File: src/pvb_cfg.svh
// Summary of operation
// - Writing 1 to bit 8 of either second input pair register applies both pending pair gains together.
// - Writing 1 to bit 8 of the first input pair register applies the gain of that register alone.
// - Writing 1 to bit 8 of either headphone register applies both headphone gains together.
// - The second input pair's and the headphone pair's update bit sits in both their left and right registers and either one fires it.
// - Input mute bit 7 mutes at 1, passes at 0, and resets to 1.
// - Input zero-cross bit 6 changes gain at once at 0, waits for a crossing at 1, resets to 0.
// - Input gain bits 4:0 run from -16.5dB upward in 1.5dB steps and reset to code 0_1011.
// - Headphone bit 6 is an active-low mute: 0 mutes, 1 un-mutes, reset value 1.
// - Headphone zero-cross bit 7 at 1 makes gain changes wait for a crossing, resets to 0.
// - Headphone gain bits 5:0 run from -57dB at code 0 to +6dB at code 3F in 1dB steps.
// - Both headphone gain fields reset to code 10_1101.
`ifndef PVB_CFG_SVH
`define PVB_CFG_SVH

// ==========================================
// bus geometry
`define PVB_ADDR_W        8
`define PVB_DATA_W        16
`define PVB_NUM_CH        5

// ==========================================
// register offsets
`define PVB_OFS_INPUT_PAIR2_LEFT_AMP      8'h19
`define PVB_OFS_INPUT_PAIR1_RIGHT_AMP      8'h1A
`define PVB_OFS_INPUT_PAIR2_RIGHT_AMP      8'h1B
`define PVB_OFS_HPL       8'h1C
`define PVB_OFS_HPR       8'h1D

// ==========================================
// channel index
`define PVB_CH_INPUT_PAIR1_RIGHT_AMP       0
`define PVB_CH_INPUT_PAIR2_LEFT_AMP       1
`define PVB_CH_INPUT_PAIR2_RIGHT_AMP       2
`define PVB_CH_HPL        3
`define PVB_CH_HPR        4

// ==========================================
// field positions
`define PVB_BIT_UPDATE    8
`define PVB_FLAGS_HI      7
`define PVB_FLAGS_LO      6
`define PVB_IN_GAIN_W     5
`define PVB_HP_GAIN_W     6

// ==========================================
// reset values
`define PVB_RST_IN_GAIN   5'h0B
`define PVB_RST_HP_GAIN   6'h2D
`define PVB_RST_IN_FLAGS  2'h2
`define PVB_RST_HP_FLAGS  2'h1

`endif

File: src/pvb_pkg.sv
`default_nettype none
`include "pvb_cfg.svh"

package pvb_pkg;

    // input amplifier settings as applied
    typedef struct packed {
        logic                        mute;
        logic                        zero_cross;
        logic [`PVB_IN_GAIN_W-1:0]   gain;
    } pvb_in_ctrl_t;

    // headphone amplifier settings as applied
    typedef struct packed {
        logic                        zero_cross;
        logic                        unmute;
        logic [`PVB_HP_GAIN_W-1:0]   gain;
    } pvb_hp_ctrl_t;

endpackage

`default_nettype wire

File: src/pvb_gain_stage.sv
`timescale 1ns/1ps
`default_nettype none
`include "pvb_cfg.svh"

module pvb_gain_stage #(
    parameter int unsigned          GAIN_W   = 6,
    parameter logic [GAIN_W-1:0]    GAIN_RST = '0
) (
    // clock and reset
    input  wire logic               ref_clk_in,
    input  wire logic               rst_n_in,
    // register side
    input  wire logic               wr_in,
    input  wire logic [GAIN_W-1:0]  gain_in,
    input  wire logic               update_in,
    input  wire logic               zc_enable_in,
    input  wire logic               zc_event_in,
    // amplifier side
    output logic      [GAIN_W-1:0]  held_gain_out,
    output logic      [GAIN_W-1:0]  applied_gain_out,
    output logic                    pending_out
);

    logic [GAIN_W-1:0] held_reg;
    logic [GAIN_W-1:0] staged_reg;
    logic [GAIN_W-1:0] applied_reg;
    logic              pending_reg;

    // ==========================================
    // next state
    // the value captured at update is staged, so a later write without
    // update cannot slip out while a crossing is awaited
    wire logic [GAIN_W-1:0] held_next    = wr_in ? gain_in : held_reg;
    wire logic [GAIN_W-1:0] staged_next  = update_in ? held_next : staged_reg;
    wire logic              want_apply   = update_in | pending_reg;
    wire logic              apply_now    = want_apply & (~zc_enable_in | zc_event_in);
    wire logic              pending_next = want_apply & ~apply_now;
    wire logic [GAIN_W-1:0] applied_next = apply_now ? staged_next : applied_reg;

    // ==========================================
    // registers
    always_ff @(posedge ref_clk_in) begin
        if (!rst_n_in) begin
            held_reg    <= GAIN_RST;
            staged_reg  <= GAIN_RST;
            applied_reg <= GAIN_RST;
            pending_reg <= 1'b0;
        end else begin
            held_reg    <= held_next;
            staged_reg  <= staged_next;
            applied_reg <= applied_next;
            pending_reg <= pending_next;
        end
    end

    assign held_gain_out    = held_reg;
    assign applied_gain_out = applied_reg;
    assign pending_out      = pending_reg;

endmodule

`default_nettype wire

File: src/pvb_volume_bank.sv
// Implementation choice: the strobed register port.
`timescale 1ns/1ps
`default_nettype none
`include "pvb_cfg.svh"

module pvb_volume_bank (
    // clock and reset
    input  wire logic                       ref_clk_in,
    input  wire logic                       rst_n_in,
    // register port
    input  wire logic [`PVB_ADDR_W-1:0]     reg_addr_in,
    input  wire logic [`PVB_DATA_W-1:0]     reg_wdata_in,
    input  wire logic                       reg_wr_in,
    input  wire logic                       reg_rd_in,
    output logic      [`PVB_DATA_W-1:0]     reg_rdata_out,
    // zero-cross events, one per channel, indexed by channel
    input  wire logic [`PVB_NUM_CH-1:0]     zc_event_in,
    // applied amplifier settings
    output pvb_pkg::pvb_in_ctrl_t           in_pair1_right_out,
    output pvb_pkg::pvb_in_ctrl_t           in_pair2_left_out,
    output pvb_pkg::pvb_in_ctrl_t           in_pair2_right_out,
    output pvb_pkg::pvb_hp_ctrl_t           headphone_left_out,
    output pvb_pkg::pvb_hp_ctrl_t           headphone_right_out,
    // update strobes, one cycle after the triggering write
    output logic                            in_pair1_update_strobe_out,
    output logic                            in_pair2_update_strobe_out,
    output logic                            headphone_update_strobe_out
);

    // ==========================================
    // address decode
    wire logic sel_input_pair1_right_amp = (reg_addr_in == `PVB_OFS_INPUT_PAIR1_RIGHT_AMP);
    wire logic sel_input_pair2_left_amp = (reg_addr_in == `PVB_OFS_INPUT_PAIR2_LEFT_AMP);
    wire logic sel_input_pair2_right_amp = (reg_addr_in == `PVB_OFS_INPUT_PAIR2_RIGHT_AMP);
    wire logic sel_hpl  = (reg_addr_in == `PVB_OFS_HPL);
    wire logic sel_hpr  = (reg_addr_in == `PVB_OFS_HPR);

    wire logic [`PVB_NUM_CH-1:0] wr_ch = {5{reg_wr_in}} &
                                         {sel_hpr, sel_hpl, sel_input_pair2_right_amp, sel_input_pair2_left_amp, sel_input_pair1_right_amp};

    wire logic upd_bit = reg_wdata_in[`PVB_BIT_UPDATE];

    // either register of a pair fires the shared update
    wire logic upd_in1 = wr_ch[`PVB_CH_INPUT_PAIR1_RIGHT_AMP] & upd_bit;
    wire logic upd_in2 = (wr_ch[`PVB_CH_INPUT_PAIR2_LEFT_AMP] | wr_ch[`PVB_CH_INPUT_PAIR2_RIGHT_AMP]) & upd_bit;
    wire logic upd_hp  = (wr_ch[`PVB_CH_HPL] | wr_ch[`PVB_CH_HPR]) & upd_bit;

    wire logic [`PVB_NUM_CH-1:0] upd_ch = {upd_hp, upd_hp, upd_in2, upd_in2, upd_in1};

    wire logic [1:0] wflags = reg_wdata_in[`PVB_FLAGS_HI:`PVB_FLAGS_LO];

    // ==========================================
    // per-channel flags and gain stages
    logic [1:0]                   flags_reg   [`PVB_NUM_CH];
    logic [`PVB_HP_GAIN_W-1:0]    held_gain   [`PVB_NUM_CH];
    logic [`PVB_HP_GAIN_W-1:0]    applied_gain[`PVB_NUM_CH];
    logic [`PVB_NUM_CH-1:0]       pending;

    genvar gi;
    generate
        // input channels: flags are {mute, zero_cross}
        for (gi = `PVB_CH_INPUT_PAIR1_RIGHT_AMP; gi <= `PVB_CH_INPUT_PAIR2_RIGHT_AMP; gi++) begin : g_in
            logic [`PVB_IN_GAIN_W-1:0] held_w;
            logic [`PVB_IN_GAIN_W-1:0] applied_w;
            // a zero-cross bit set by the same write already governs that update
            wire logic                 zc_en = wr_ch[gi] ? wflags[0] : flags_reg[gi][0];

            always_ff @(posedge ref_clk_in) begin
                if (!rst_n_in) begin
                    flags_reg[gi] <= `PVB_RST_IN_FLAGS;
                end else if (wr_ch[gi]) begin
                    flags_reg[gi] <= wflags;
                end
            end

            pvb_gain_stage #(
                .GAIN_W   (`PVB_IN_GAIN_W),
                .GAIN_RST (`PVB_RST_IN_GAIN)
            ) u_stage (
                .ref_clk_in       (ref_clk_in),
                .rst_n_in         (rst_n_in),
                .wr_in            (wr_ch[gi]),
                .gain_in          (reg_wdata_in[`PVB_IN_GAIN_W-1:0]),
                .update_in        (upd_ch[gi]),
                .zc_enable_in     (zc_en),
                .zc_event_in      (zc_event_in[gi]),
                .held_gain_out    (held_w),
                .applied_gain_out (applied_w),
                .pending_out      (pending[gi])
            );

            assign held_gain[gi]    = {1'b0, held_w};
            assign applied_gain[gi] = {1'b0, applied_w};
        end

        // headphone channels: flags are {zero_cross, unmute}
        for (gi = `PVB_CH_HPL; gi <= `PVB_CH_HPR; gi++) begin : g_hp
            // enable sits in bit 7 here; the written word's value counts at once
            wire logic zc_en = wr_ch[gi] ? wflags[1] : flags_reg[gi][1];

            always_ff @(posedge ref_clk_in) begin
                if (!rst_n_in) begin
                    flags_reg[gi] <= `PVB_RST_HP_FLAGS;
                end else if (wr_ch[gi]) begin
                    flags_reg[gi] <= wflags;
                end
            end

            pvb_gain_stage #(
                .GAIN_W   (`PVB_HP_GAIN_W),
                .GAIN_RST (`PVB_RST_HP_GAIN)
            ) u_stage (
                .ref_clk_in       (ref_clk_in),
                .rst_n_in         (rst_n_in),
                .wr_in            (wr_ch[gi]),
                .gain_in          (reg_wdata_in[`PVB_HP_GAIN_W-1:0]),
                .update_in        (upd_ch[gi]),
                .zc_enable_in     (zc_en),
                .zc_event_in      (zc_event_in[gi]),
                .held_gain_out    (held_gain[gi]),
                .applied_gain_out (applied_gain[gi]),
                .pending_out      (pending[gi])
            );
        end
    endgenerate

    // ==========================================
    // read mux: update bit and reserved bits read as zero
    function automatic logic [`PVB_DATA_W-1:0] pack_word(input logic [1:0] fl,
                                                        input logic [5:0] g);
        pack_word = {8'h00, fl, 6'h00} | {10'h000, g};
    endfunction

    wire logic [`PVB_DATA_W-1:0] rd_input_pair1_right_amp = pack_word(flags_reg[`PVB_CH_INPUT_PAIR1_RIGHT_AMP],
                                                    held_gain[`PVB_CH_INPUT_PAIR1_RIGHT_AMP]);
    wire logic [`PVB_DATA_W-1:0] rd_input_pair2_left_amp = pack_word(flags_reg[`PVB_CH_INPUT_PAIR2_LEFT_AMP],
                                                    held_gain[`PVB_CH_INPUT_PAIR2_LEFT_AMP]);
    wire logic [`PVB_DATA_W-1:0] rd_input_pair2_right_amp = pack_word(flags_reg[`PVB_CH_INPUT_PAIR2_RIGHT_AMP],
                                                    held_gain[`PVB_CH_INPUT_PAIR2_RIGHT_AMP]);
    wire logic [`PVB_DATA_W-1:0] rd_hpl  = pack_word(flags_reg[`PVB_CH_HPL],
                                                    held_gain[`PVB_CH_HPL]);
    wire logic [`PVB_DATA_W-1:0] rd_hpr  = pack_word(flags_reg[`PVB_CH_HPR],
                                                    held_gain[`PVB_CH_HPR]);

    // unmapped addresses read zero
    wire logic [`PVB_DATA_W-1:0] rd_mux =
        sel_input_pair1_right_amp ? rd_input_pair1_right_amp :
        sel_input_pair2_left_amp ? rd_input_pair2_left_amp :
        sel_input_pair2_right_amp ? rd_input_pair2_right_amp :
        sel_hpl  ? rd_hpl  :
        sel_hpr  ? rd_hpr  : 16'h0000;

    // data stand only in the cycle after the read strobe
    wire logic [`PVB_DATA_W-1:0] rdata_next = reg_rd_in ? rd_mux : 16'h0000;

    logic [`PVB_DATA_W-1:0] rdata_reg;
    logic                   upd_in1_reg;
    logic                   upd_in2_reg;
    logic                   upd_hp_reg;

    always_ff @(posedge ref_clk_in) begin
        if (!rst_n_in) begin
            rdata_reg   <= 16'h0000;
            upd_in1_reg <= 1'b0;
            upd_in2_reg <= 1'b0;
            upd_hp_reg  <= 1'b0;
        end else begin
            rdata_reg   <= rdata_next;
            upd_in1_reg <= upd_in1;
            upd_in2_reg <= upd_in2;
            upd_hp_reg  <= upd_hp;
        end
    end

    // ==========================================
    // outputs, all straight from flops
    assign reg_rdata_out               = rdata_reg;
    assign in_pair1_update_strobe_out  = upd_in1_reg;
    assign in_pair2_update_strobe_out  = upd_in2_reg;
    assign headphone_update_strobe_out = upd_hp_reg;

    assign in_pair1_right_out  = {flags_reg[`PVB_CH_INPUT_PAIR1_RIGHT_AMP],
                                  applied_gain[`PVB_CH_INPUT_PAIR1_RIGHT_AMP][`PVB_IN_GAIN_W-1:0]};
    assign in_pair2_left_out   = {flags_reg[`PVB_CH_INPUT_PAIR2_LEFT_AMP],
                                  applied_gain[`PVB_CH_INPUT_PAIR2_LEFT_AMP][`PVB_IN_GAIN_W-1:0]};
    assign in_pair2_right_out  = {flags_reg[`PVB_CH_INPUT_PAIR2_RIGHT_AMP],
                                  applied_gain[`PVB_CH_INPUT_PAIR2_RIGHT_AMP][`PVB_IN_GAIN_W-1:0]};
    assign headphone_left_out  = {flags_reg[`PVB_CH_HPL], applied_gain[`PVB_CH_HPL]};
    assign headphone_right_out = {flags_reg[`PVB_CH_HPR], applied_gain[`PVB_CH_HPR]};

    wire logic wr_input_pair2_right_amp_now = wr_ch[`PVB_CH_INPUT_PAIR2_RIGHT_AMP] & upd_bit & ~reg_wdata_in[`PVB_FLAGS_LO]
                             & ~flags_reg[`PVB_CH_INPUT_PAIR2_LEFT_AMP][0];
    wire logic wr_input_pair1_right_amp_now = wr_ch[`PVB_CH_INPUT_PAIR1_RIGHT_AMP] & upd_bit & ~reg_wdata_in[`PVB_FLAGS_LO];
    wire logic wr_hpl_now  = wr_ch[`PVB_CH_HPL] & upd_bit & ~reg_wdata_in[`PVB_FLAGS_HI]
                             & ~flags_reg[`PVB_CH_HPR][1];
endmodule

`default_nettype wire
File: config.mk
export PLATFORM = sky130hd
export DESIGN_NAME = pvb_volume_bank
export DESIGN_NICKNAME = d
export VERILOG_FILES = /design/src/pvb_pkg.sv /design/src/pvb_gain_stage.sv /design/src/pvb_volume_bank.sv
export VERILOG_INCLUDE_DIRS = /design/src
export SDC_FILE = /design/constraint.sdc
export NUM_CORES = 1
export LEC_CHECK = 0
export BUFFER_PORTS_ARGS = -buffer_cell sky130_fd_sc_hd__buf_2
export CORE_MARGIN = 2
export CORE_UTILIZATION = 45
export DETAILED_ROUTE_END_ITERATION = 8
export PLACE_DENSITY = 0.67
export SLEW_MARGIN = 5
export SYNTH_ARGS = -nofsm -noshare
export SYNTH_HDL_FRONTEND = slang
export SYNTH_HIERARCHICAL = 1
export SYNTH_SLANG_ARGS = --single-unit
File: constraint.sdc
create_clock -name ref_clk_in -period 3.5 [get_ports ref_clk_in]
set_input_delay 0.7 -clock ref_clk_in [delete_from_list [all_inputs] [get_ports ref_clk_in]]
set_output_delay 0.7 -clock ref_clk_in [all_outputs]
set_load 0.01 [all_outputs]
==> results of run 1 <==
[worst max-delay path, cell delays in order]
cell and delay (ps):
sky130_fd_sc_hd__buf_2 110, sky130_fd_sc_hd__nor4b_4 390, sky130_fd_sc_hd__nand4_1 260, sky130_fd_sc_hd__nor2_1 220, sky130_fd_sc_hd__mux2i_1 350, sky130_fd_sc_hd__nor2b_4 250
sky130_fd_sc_hd__or2_1 270, sky130_fd_sc_hd__mux2_4 330
[per-layer routing]
metal | routed length (um) | part of all wire [%] | up-vias
met5 | 0 | 0 | -
met4 | 156 | 1.6 | 0
met3 | 458 | 4.7 | 10
met2 | 4346 | 45 | 101
met1 | 4710 | 49 | 1571
li1 | - | - | 1743
[synth_stat cells, drive strengths merged (10+ instances only)]
master	count
and2	11
inv	12
nor2b	17
edfxtp	10
o21ai	46
dfxtp	97
mux2	20
nor2	39
nor3	10
clkbuf	13
a21o	17
mux2i	29
nand2	47
a21oi	24
o211ai	17
buf	29
[path summary, 6_finish.rpt]
path | slack, ps | endpoint | from | depth (start not counted)
max reg2reg | 1870 | g_in[0].u_stage/applied_gain_out[2] | flags_reg[0][0] | 4
min reg2reg | 510 | g_hp[3].u_stage/held_gain_out[3] | g_hp[3].u_stage/held_gain_out[3] | 2
max | 890 | g_hp[3].u_stage/applied_gain_out[1] | reg_addr_in[5] | 8
min | 510 | g_hp[3].u_stage/held_gain_out[3] | g_hp[3].u_stage/held_gain_out[3] | 2
[stage by stage]
stage                     cell area, sq um  total power, mW
after floorplan                       4612            1.357
after detailed placement              4961            1.401
after global placement                4961            1.399
after global routing                  5161            2.229
after CTS                             5161            2.157
final                                 5161            2.140
[cell usage in the layout (no fill, tap or decap), drive strengths merged]
cell type / synthesis / routed
conb: 1 / 8
and3b: 5 / 5
or2: 5 / 5
clkbuf: 13 / 10
nor2b: 17 / 17
bufinv: 0 / 1
buf: 29 / 82
and3: 2 / 2
edfxtp: 10 / 10
clkinv: 0 / 3
nor2: 39 / 39
nor3b: 1 / 1
nand2: 47 / 47
inv: 12 / 14
a21o: 17 / 17
o211ai: 17 / 17
a21oi: 24 / 24
mux2: 20 / 20
a211oi: 7 / 7
mux2i: 29 / 29
and2: 11 / 11
nand3b: 3 / 3
o21ai: 46 / 46
dfxtp: 97 / 97
nor3: 10 / 10
nand3: 9 / 9
nor4b: 1 / 1
nand4: 6 / 6
[power by group through the flow]
stage               combinational [mW]  sequential, mW  clock [mW]
floorplan                       0.0794            1.28           0
global placement                 0.124            1.27           0
detailed placement               0.126            1.27           0
CTS                              0.127            1.25       0.785
global route                     0.140            1.25       0.840
finish                           0.128            1.25       0.766
[final cells by class]
type / instances / area, sq um / share of cell area (%)
well taps: 133 / 166.4 / 3.224
clock inverters: 6 / 72.57 / 1.406
repair buffers: 82 / 445.4 / 8.630
multi-input cells: 324 / 2062 / 39.95
clock buffers: 10 / 127.6 / 2.473
flip-flops and latches: 107 / 2242 / 43.44
inverters: 12 / 45.04 / 0.8727
[cells by family after synthesis]
group,count (synthesis)
compound gates,111
buf+inv,54
flops,107
mux,49
other cells,1
simple gates,156
==> run summary, run 1 <==
• sky130_fd_sc_hd__dfxtp_1 — cell type with the largest total area after synthesis
• 18.30% — total global routing track utilization
• 10 — number of enable-type register cells in the synthesized netlist
• 100 ps — post-CTS clock slew at the launch and capture registers of the worst setup and hold paths
• 74.46% — Period Utilization, post-route
• 35.8% — clock share of power
• 414.6 mW/mm^2 — power per cell area
• 6.0% — fraction of power consumed by combinational cells
• 166 — initial detailed-routing violation count
• 58.2% — sequential fraction of design power
• 9 — number of buffers created by CTS
• 3,425 — via count of the routed design
• 0 — post-CTS setup repair buffer count
• 28.11% — global-route met2 utilization
• 17.90% — Post-Synth Simple-Gate Area
• 914 — filler cell count
• 2606 ps — post-layout minimum cycle time
• 2.254 nW — Static Leak
• 25.32% — met1 usage
• 107 — number of sinks handled by clock tree synthesis
• 0.3837 GHz — timing-limited maximum frequency
• 36 — number of standard-cell rows in the floorplan
• 674 — number of standard cells in the layout, taps in and fillers out
• 0 — count of instances resized after the clock tree is built
• 370 ps — clock latency on the worst-skew pair
• 0 — remaining number of nets flagged by the antenna check after routing
• 1.626 mW — Internal Power
• 24.03% — share of post-route cells with drive strength above 1
• 0 — Final Max Slew Viols
• in2reg — critical path class
• 0 — residual overflow from global routing
• 3,255 — vias in the first global route
• 104.9 um — Die Height
• 14.35% — post-synthesis compound-gate area fraction
• 52.56% — utilization of the core after routing
• 0.004586 sq mm — synthesized area
• 0.0002151 V — Max rail drop VDD
• no — setup repair after global routing missed its margin
• 34 — count of unique library cells instantiated by Yosys
• 569 — nets
• sky130_fd_sc_hd__clkbuf_8 — root buffer selected by CTS
• 3 — number of H-tree levels
• 563.8 ps — actual transition at the worst max-transition pin
• input port — Worst Setup Start Kind
• yes — clock tree from TritonCTS
• 4.242% — met3 track demand over resource
• 0.009819 sq mm — core area
• 107 — count of state elements after synthesis
• 0 — Final Hold Violating Endpoints
• 24.02% — switching share of total power
• 509.7 ps — worst hold slack
• 62.16% — Max transition margin
• 9.593 sq um — mean area per synthesized cell
• 48.89% — sequential element share of the synthesized area
• 6 — yosys warns
• 6 — Max FO, Critical Path
• 2 — Clock Path Buffers
• 658 — cell total after placement
• 46.70% — effective utilization at floorplan
• 9.636 ps — clock skew
• 0.5140 mW — net switching power of the design
• 6913 um — detailed placer's ending HPWL
• 0.8949 — final weighted congestion of routability-driven global placement
• 535.3 ps — setup slack at placement
• flip-flop — nature of the critical path endpoint
• 0.01101 sq mm — area enclosed by the die boundary
• 0 — final setup violating endpoints
• 16,020 um — global-route wire length before repair
• simple AND/OR/NAND/NOR gates — main combinational cell family by area after synthesis
• 0% — share of synthesized registers carrying an async set or reset
• 0 — number of buffers added to fix hold violations after cts
• 12.55% — synth-to-layout area growth
• 3770 ps — endpoint required time on the critical path
• 2880 ps — worst path arrival time
• 0% — post-synthesis adder-cell area fraction
• 42.35% — Synth top area share
• 478 — cell count after synthesis
• 9671 um — WL final
• 893.8 ps — Worst Slack Setup Final
• 0 — max-capacitance violation count
• 4 — drt first pass iters
• sky130_fd_sc_hd__dfxtp_1 — most used flip-flop cell after synthesis
• 0 — number of design rule violations left after detail routing
• 14.35 um — wire length per cell
• 5.082 — number of vias per cell
• 0 — number of antenna violations at the first check in global routing
• 104.9 um — Die Width
• 12.06% — fraction of synthesized area in multiplexers
• 0 ps — summed negative setup slack over all endpoints
• 73 — port bufs
• 0 — Antenna diodes
• finished clean — status
• 0% — synthesized-area fraction occupied by xor and xnor cells
• 89 — total I/O pin count
• sky130_fd_sc_hd__dfxtp_1 42%, sky130_fd_sc_hd__edfxtp_1 6.5%, sky130_fd_sc_hd__mux2i_1 6.3%, sky130_fd_sc_hd__o21ai_0 4.9%, sky130_fd_sc_hd__nand2_1 3.8% — top cells by area, synth
• reg2reg — worst min-delay path category
• 78 — largest net degree at the start of global routing
• met2 — Most Crowded Layer GR
Power figures use the tool's default switching activity.
==> inputs of run 2 (changes only) <==
- PLACE_DENSITY: 0.67 -> 0.7
- clock period: 3.5 -> 2.1 ns (I/O delays scaled with it)
==> run summary, run 2 (same netlist as run 1, synthesis figures left out) <==
• flags_reg[1][0] — startpoint of the worst-slack reg-to-reg timing path
• 0.8732 — final weighted congestion of routability-driven global placement
• -419.9 ps — setup slack at placement
• 0.009819 sq mm — core area
• 0 — number of buffers added to fix hold violations after cts
• met2 — Most Crowded Layer GR
• 3 — number of H-tree levels
• reg_wdata_in[8] — min-delay src
• complete, but fails checks — status
• 360 ps — clock latency on the worst-skew pair
• 0.005492 sq mm — area of all placed cells without fillers
• 5 — Max FO, Critical Path
• in2reg — worst min-delay path category
• 0 — max-capacitance violation count
• 82 — largest net degree at the start of global routing
• 3,636 — via count of the routed design
• input port — Worst Setup Start Kind
• 4 — drt first pass iters
• 10,270 um — WL final
• 0.01101 sq mm — area enclosed by the die boundary
• 3.439 mW — Tot Pwr
• in2reg — critical path class
• yes — clock tree from TritonCTS
• 128 — initial detailed-routing violation count
• 36 — number of standard-cell rows in the floorplan
• 2.447 nW — Static Leak
• 0.005270 sq mm — placed cell areas
• 410 ps — largest stage delay on the critical path
• 7543 um — detailed placer's ending HPWL
• 0 — residual overflow from global routing
• sky130_fd_sc_hd__mux2_4 — cell with the most instances on the worst path
• sky130_fd_sc_hd__clkbuf_8 — root buffer selected by CTS
• 60.4% — sequential fraction of design power
• 0.4730 GHz — timing-limited maximum frequency
• 14.38 um — wire length per cell
• 0.0002721 V — Max rail drop VDD
• 107 — number of sinks handled by clock tree synthesis
• 609 — nets
• 18.53% — total global routing track utilization
• 4.367% — met3 track demand over resource
• 2350 ps — endpoint required time on the critical path
• 104.9 um — Die Width
• sky130_fd_sc_hd__nor4b_4 — worst-path cell with the longest stage delay
• 714 — number of standard cells in the layout, taps in and fillers out
• 2370 ps — worst path arrival time
• 6.973 ps — clock skew
• 5.092 — number of vias per cell
• 46.70% — effective utilization at floorplan
• 2114 ps — post-layout minimum cycle time
• 1 — number of buffers and inverters on the critical path
• 3,369 — vias in the first global route
• 100.7% — Period Utilization, post-route
• simple AND/OR/NAND/NOR gates — crit-path leading delay family
• -13.99 ps — Worst Slack Setup Final
• 16,480 um — global-route wire length before repair
• 2 — Clock Path Buffers
• 0.8429 mW — net switching power of the design
• 90 ps — post-CTS clock slew at the launch and capture registers of the worst setup and hold paths
• 24.72% — met1 usage
• 626.2 mW/mm^2 — power per cell area
• buf_6 > nor4b_4 > nand4_1 > nor2_2 > mux2_4 > nor2b_4 > or2_4 > mux2_4 — series of cell instances along the critical path
• 104.9 um — Die Height
• negative setup slack — violations in the final reports
• 89 — total I/O pin count
• 697 — cell total after placement
• g_in[1].u_stage/applied_gain_out[2] — terminus of the critical flop-to-flop path
• 31.15% — share of post-route cells with drive strength above 1
• 24.51% — switching share of total power
• flip-flop — nature of the critical path endpoint
• 0 — remaining number of nets flagged by the antenna check after routing
• 2 — final setup violating endpoints
• 19.75% — synth-to-layout area growth
• 7.0% — fraction of power consumed by combinational cells
• sky130_fd_sc_hd__dfxtp_1 — most common cell after layout, fill and taps aside
• 97 x sky130_fd_sc_hd__dfxtp_1, 71 x sky130_fd_sc_hd__buf_2, 48 x sky130_fd_sc_hd__buf_4 — most frequent cells in the layout
• in_pair2_update_strobe_out — Min-Delay Endpoint
• 0 — Antenna diodes
• 2.596 mW — Internal Power
• 0 — number of design rule violations left after detail routing
• 73 — port bufs
• 0 — Final Hold Violating Endpoints
• 0 — number of antenna violations at the first check in global routing
• 4 — depth of the worst register-to-register path
• 520 ps — register-to-register setup slack
• yes — setup repair after global routing missed its margin
• 29.68% — global-route met2 utilization
• 9 — number of buffers created by CTS
• 32.6% — clock share of power
• 0 — Final Max Slew Viols
• 3 — Min-Delay Path Depth
==> run 2: how the worst max path moves through the flow <==
stage / cells after the start / start / to / slack (ps)
3_5_place_dp: 8 / reg_addr_in[6] / g_in[0].u_stage/applied_gain_out[4] / -420
4_1_cts: 8 / reg_addr_in[5] / g_in[1].u_stage/applied_gain_out[2] / 0.8
5_1_grt: 8 / reg_addr_in[6] / g_hp[3].u_stage/applied_gain_out[1] / -70
2_1_floorplan: 8 / reg_addr_in[6] / g_in[0].u_stage/applied_gain_out[2] / -240
3_3_place_gp: 8 / reg_addr_in[6] / g_in[0].u_stage/applied_gain_out[4] / -360
6_report: 8 / reg_addr_in[6] / g_in[0].u_stage/applied_gain_out[4] / -10
==> run 2: routing by layer <==
metal / up-vias / routed length (um)
met1: 1692 / 4742
met4: 0 / 114
met3: 8 / 679
li1: 1820 / -
met5: - / 0
met2: 116 / 4733
==> run 2: power by group through the flow <==
stage	sequential [mW]	clock, mW	combinational (mW)
global placement	2.12	0	0.229
floorplan	2.13	0	0.134
detailed placement	2.12	0	0.232
global route	2.08	1.23	0.261
finish	2.08	1.12	0.242
CTS	2.08	1.15	0.233
==> run 2: worst reg2reg max path: cells and delay by family (launching register included) <==
family / cells / cell delay, ps
DFF: 1 / 460
muxes: 2 / 620
and+or+nand+nor: 2 / 400
==> run 2: metrics by stage <==
stage | hold slack (ps) | util [%] | TNS (ps)
finish | 360.9 | 55.93 | -21.62
global route | 360.4 | 55.93 | -442.8
CTS | 336.3 | 55.45 | 0
detailed placement | 496.8 | 53.67 | -10480
global placement | 488.1 | 53.67 | -7683
floorplan | 456.2 | - | -1699
==> run 2: repair_timing <==
| action | 4_1_cts | 5_1_grt |
|---|---|---|
| endpoints found under the setup margin | 2 | 15 |
| resized for setup | 1 | 10 |
| pin swaps | 3 | 8 |
| buffers inserted | 0 | 1 |
==> run 2: cell type report <==
type	instances	area, sq um
fill	937	4328
sequential	107	2242
multi-input combinational	324	2110
timing repair buffer	122	758.2
tap	133	166.4
clock buffer	10	127.6
inverter	12	45.04
clock inverter	6	42.54
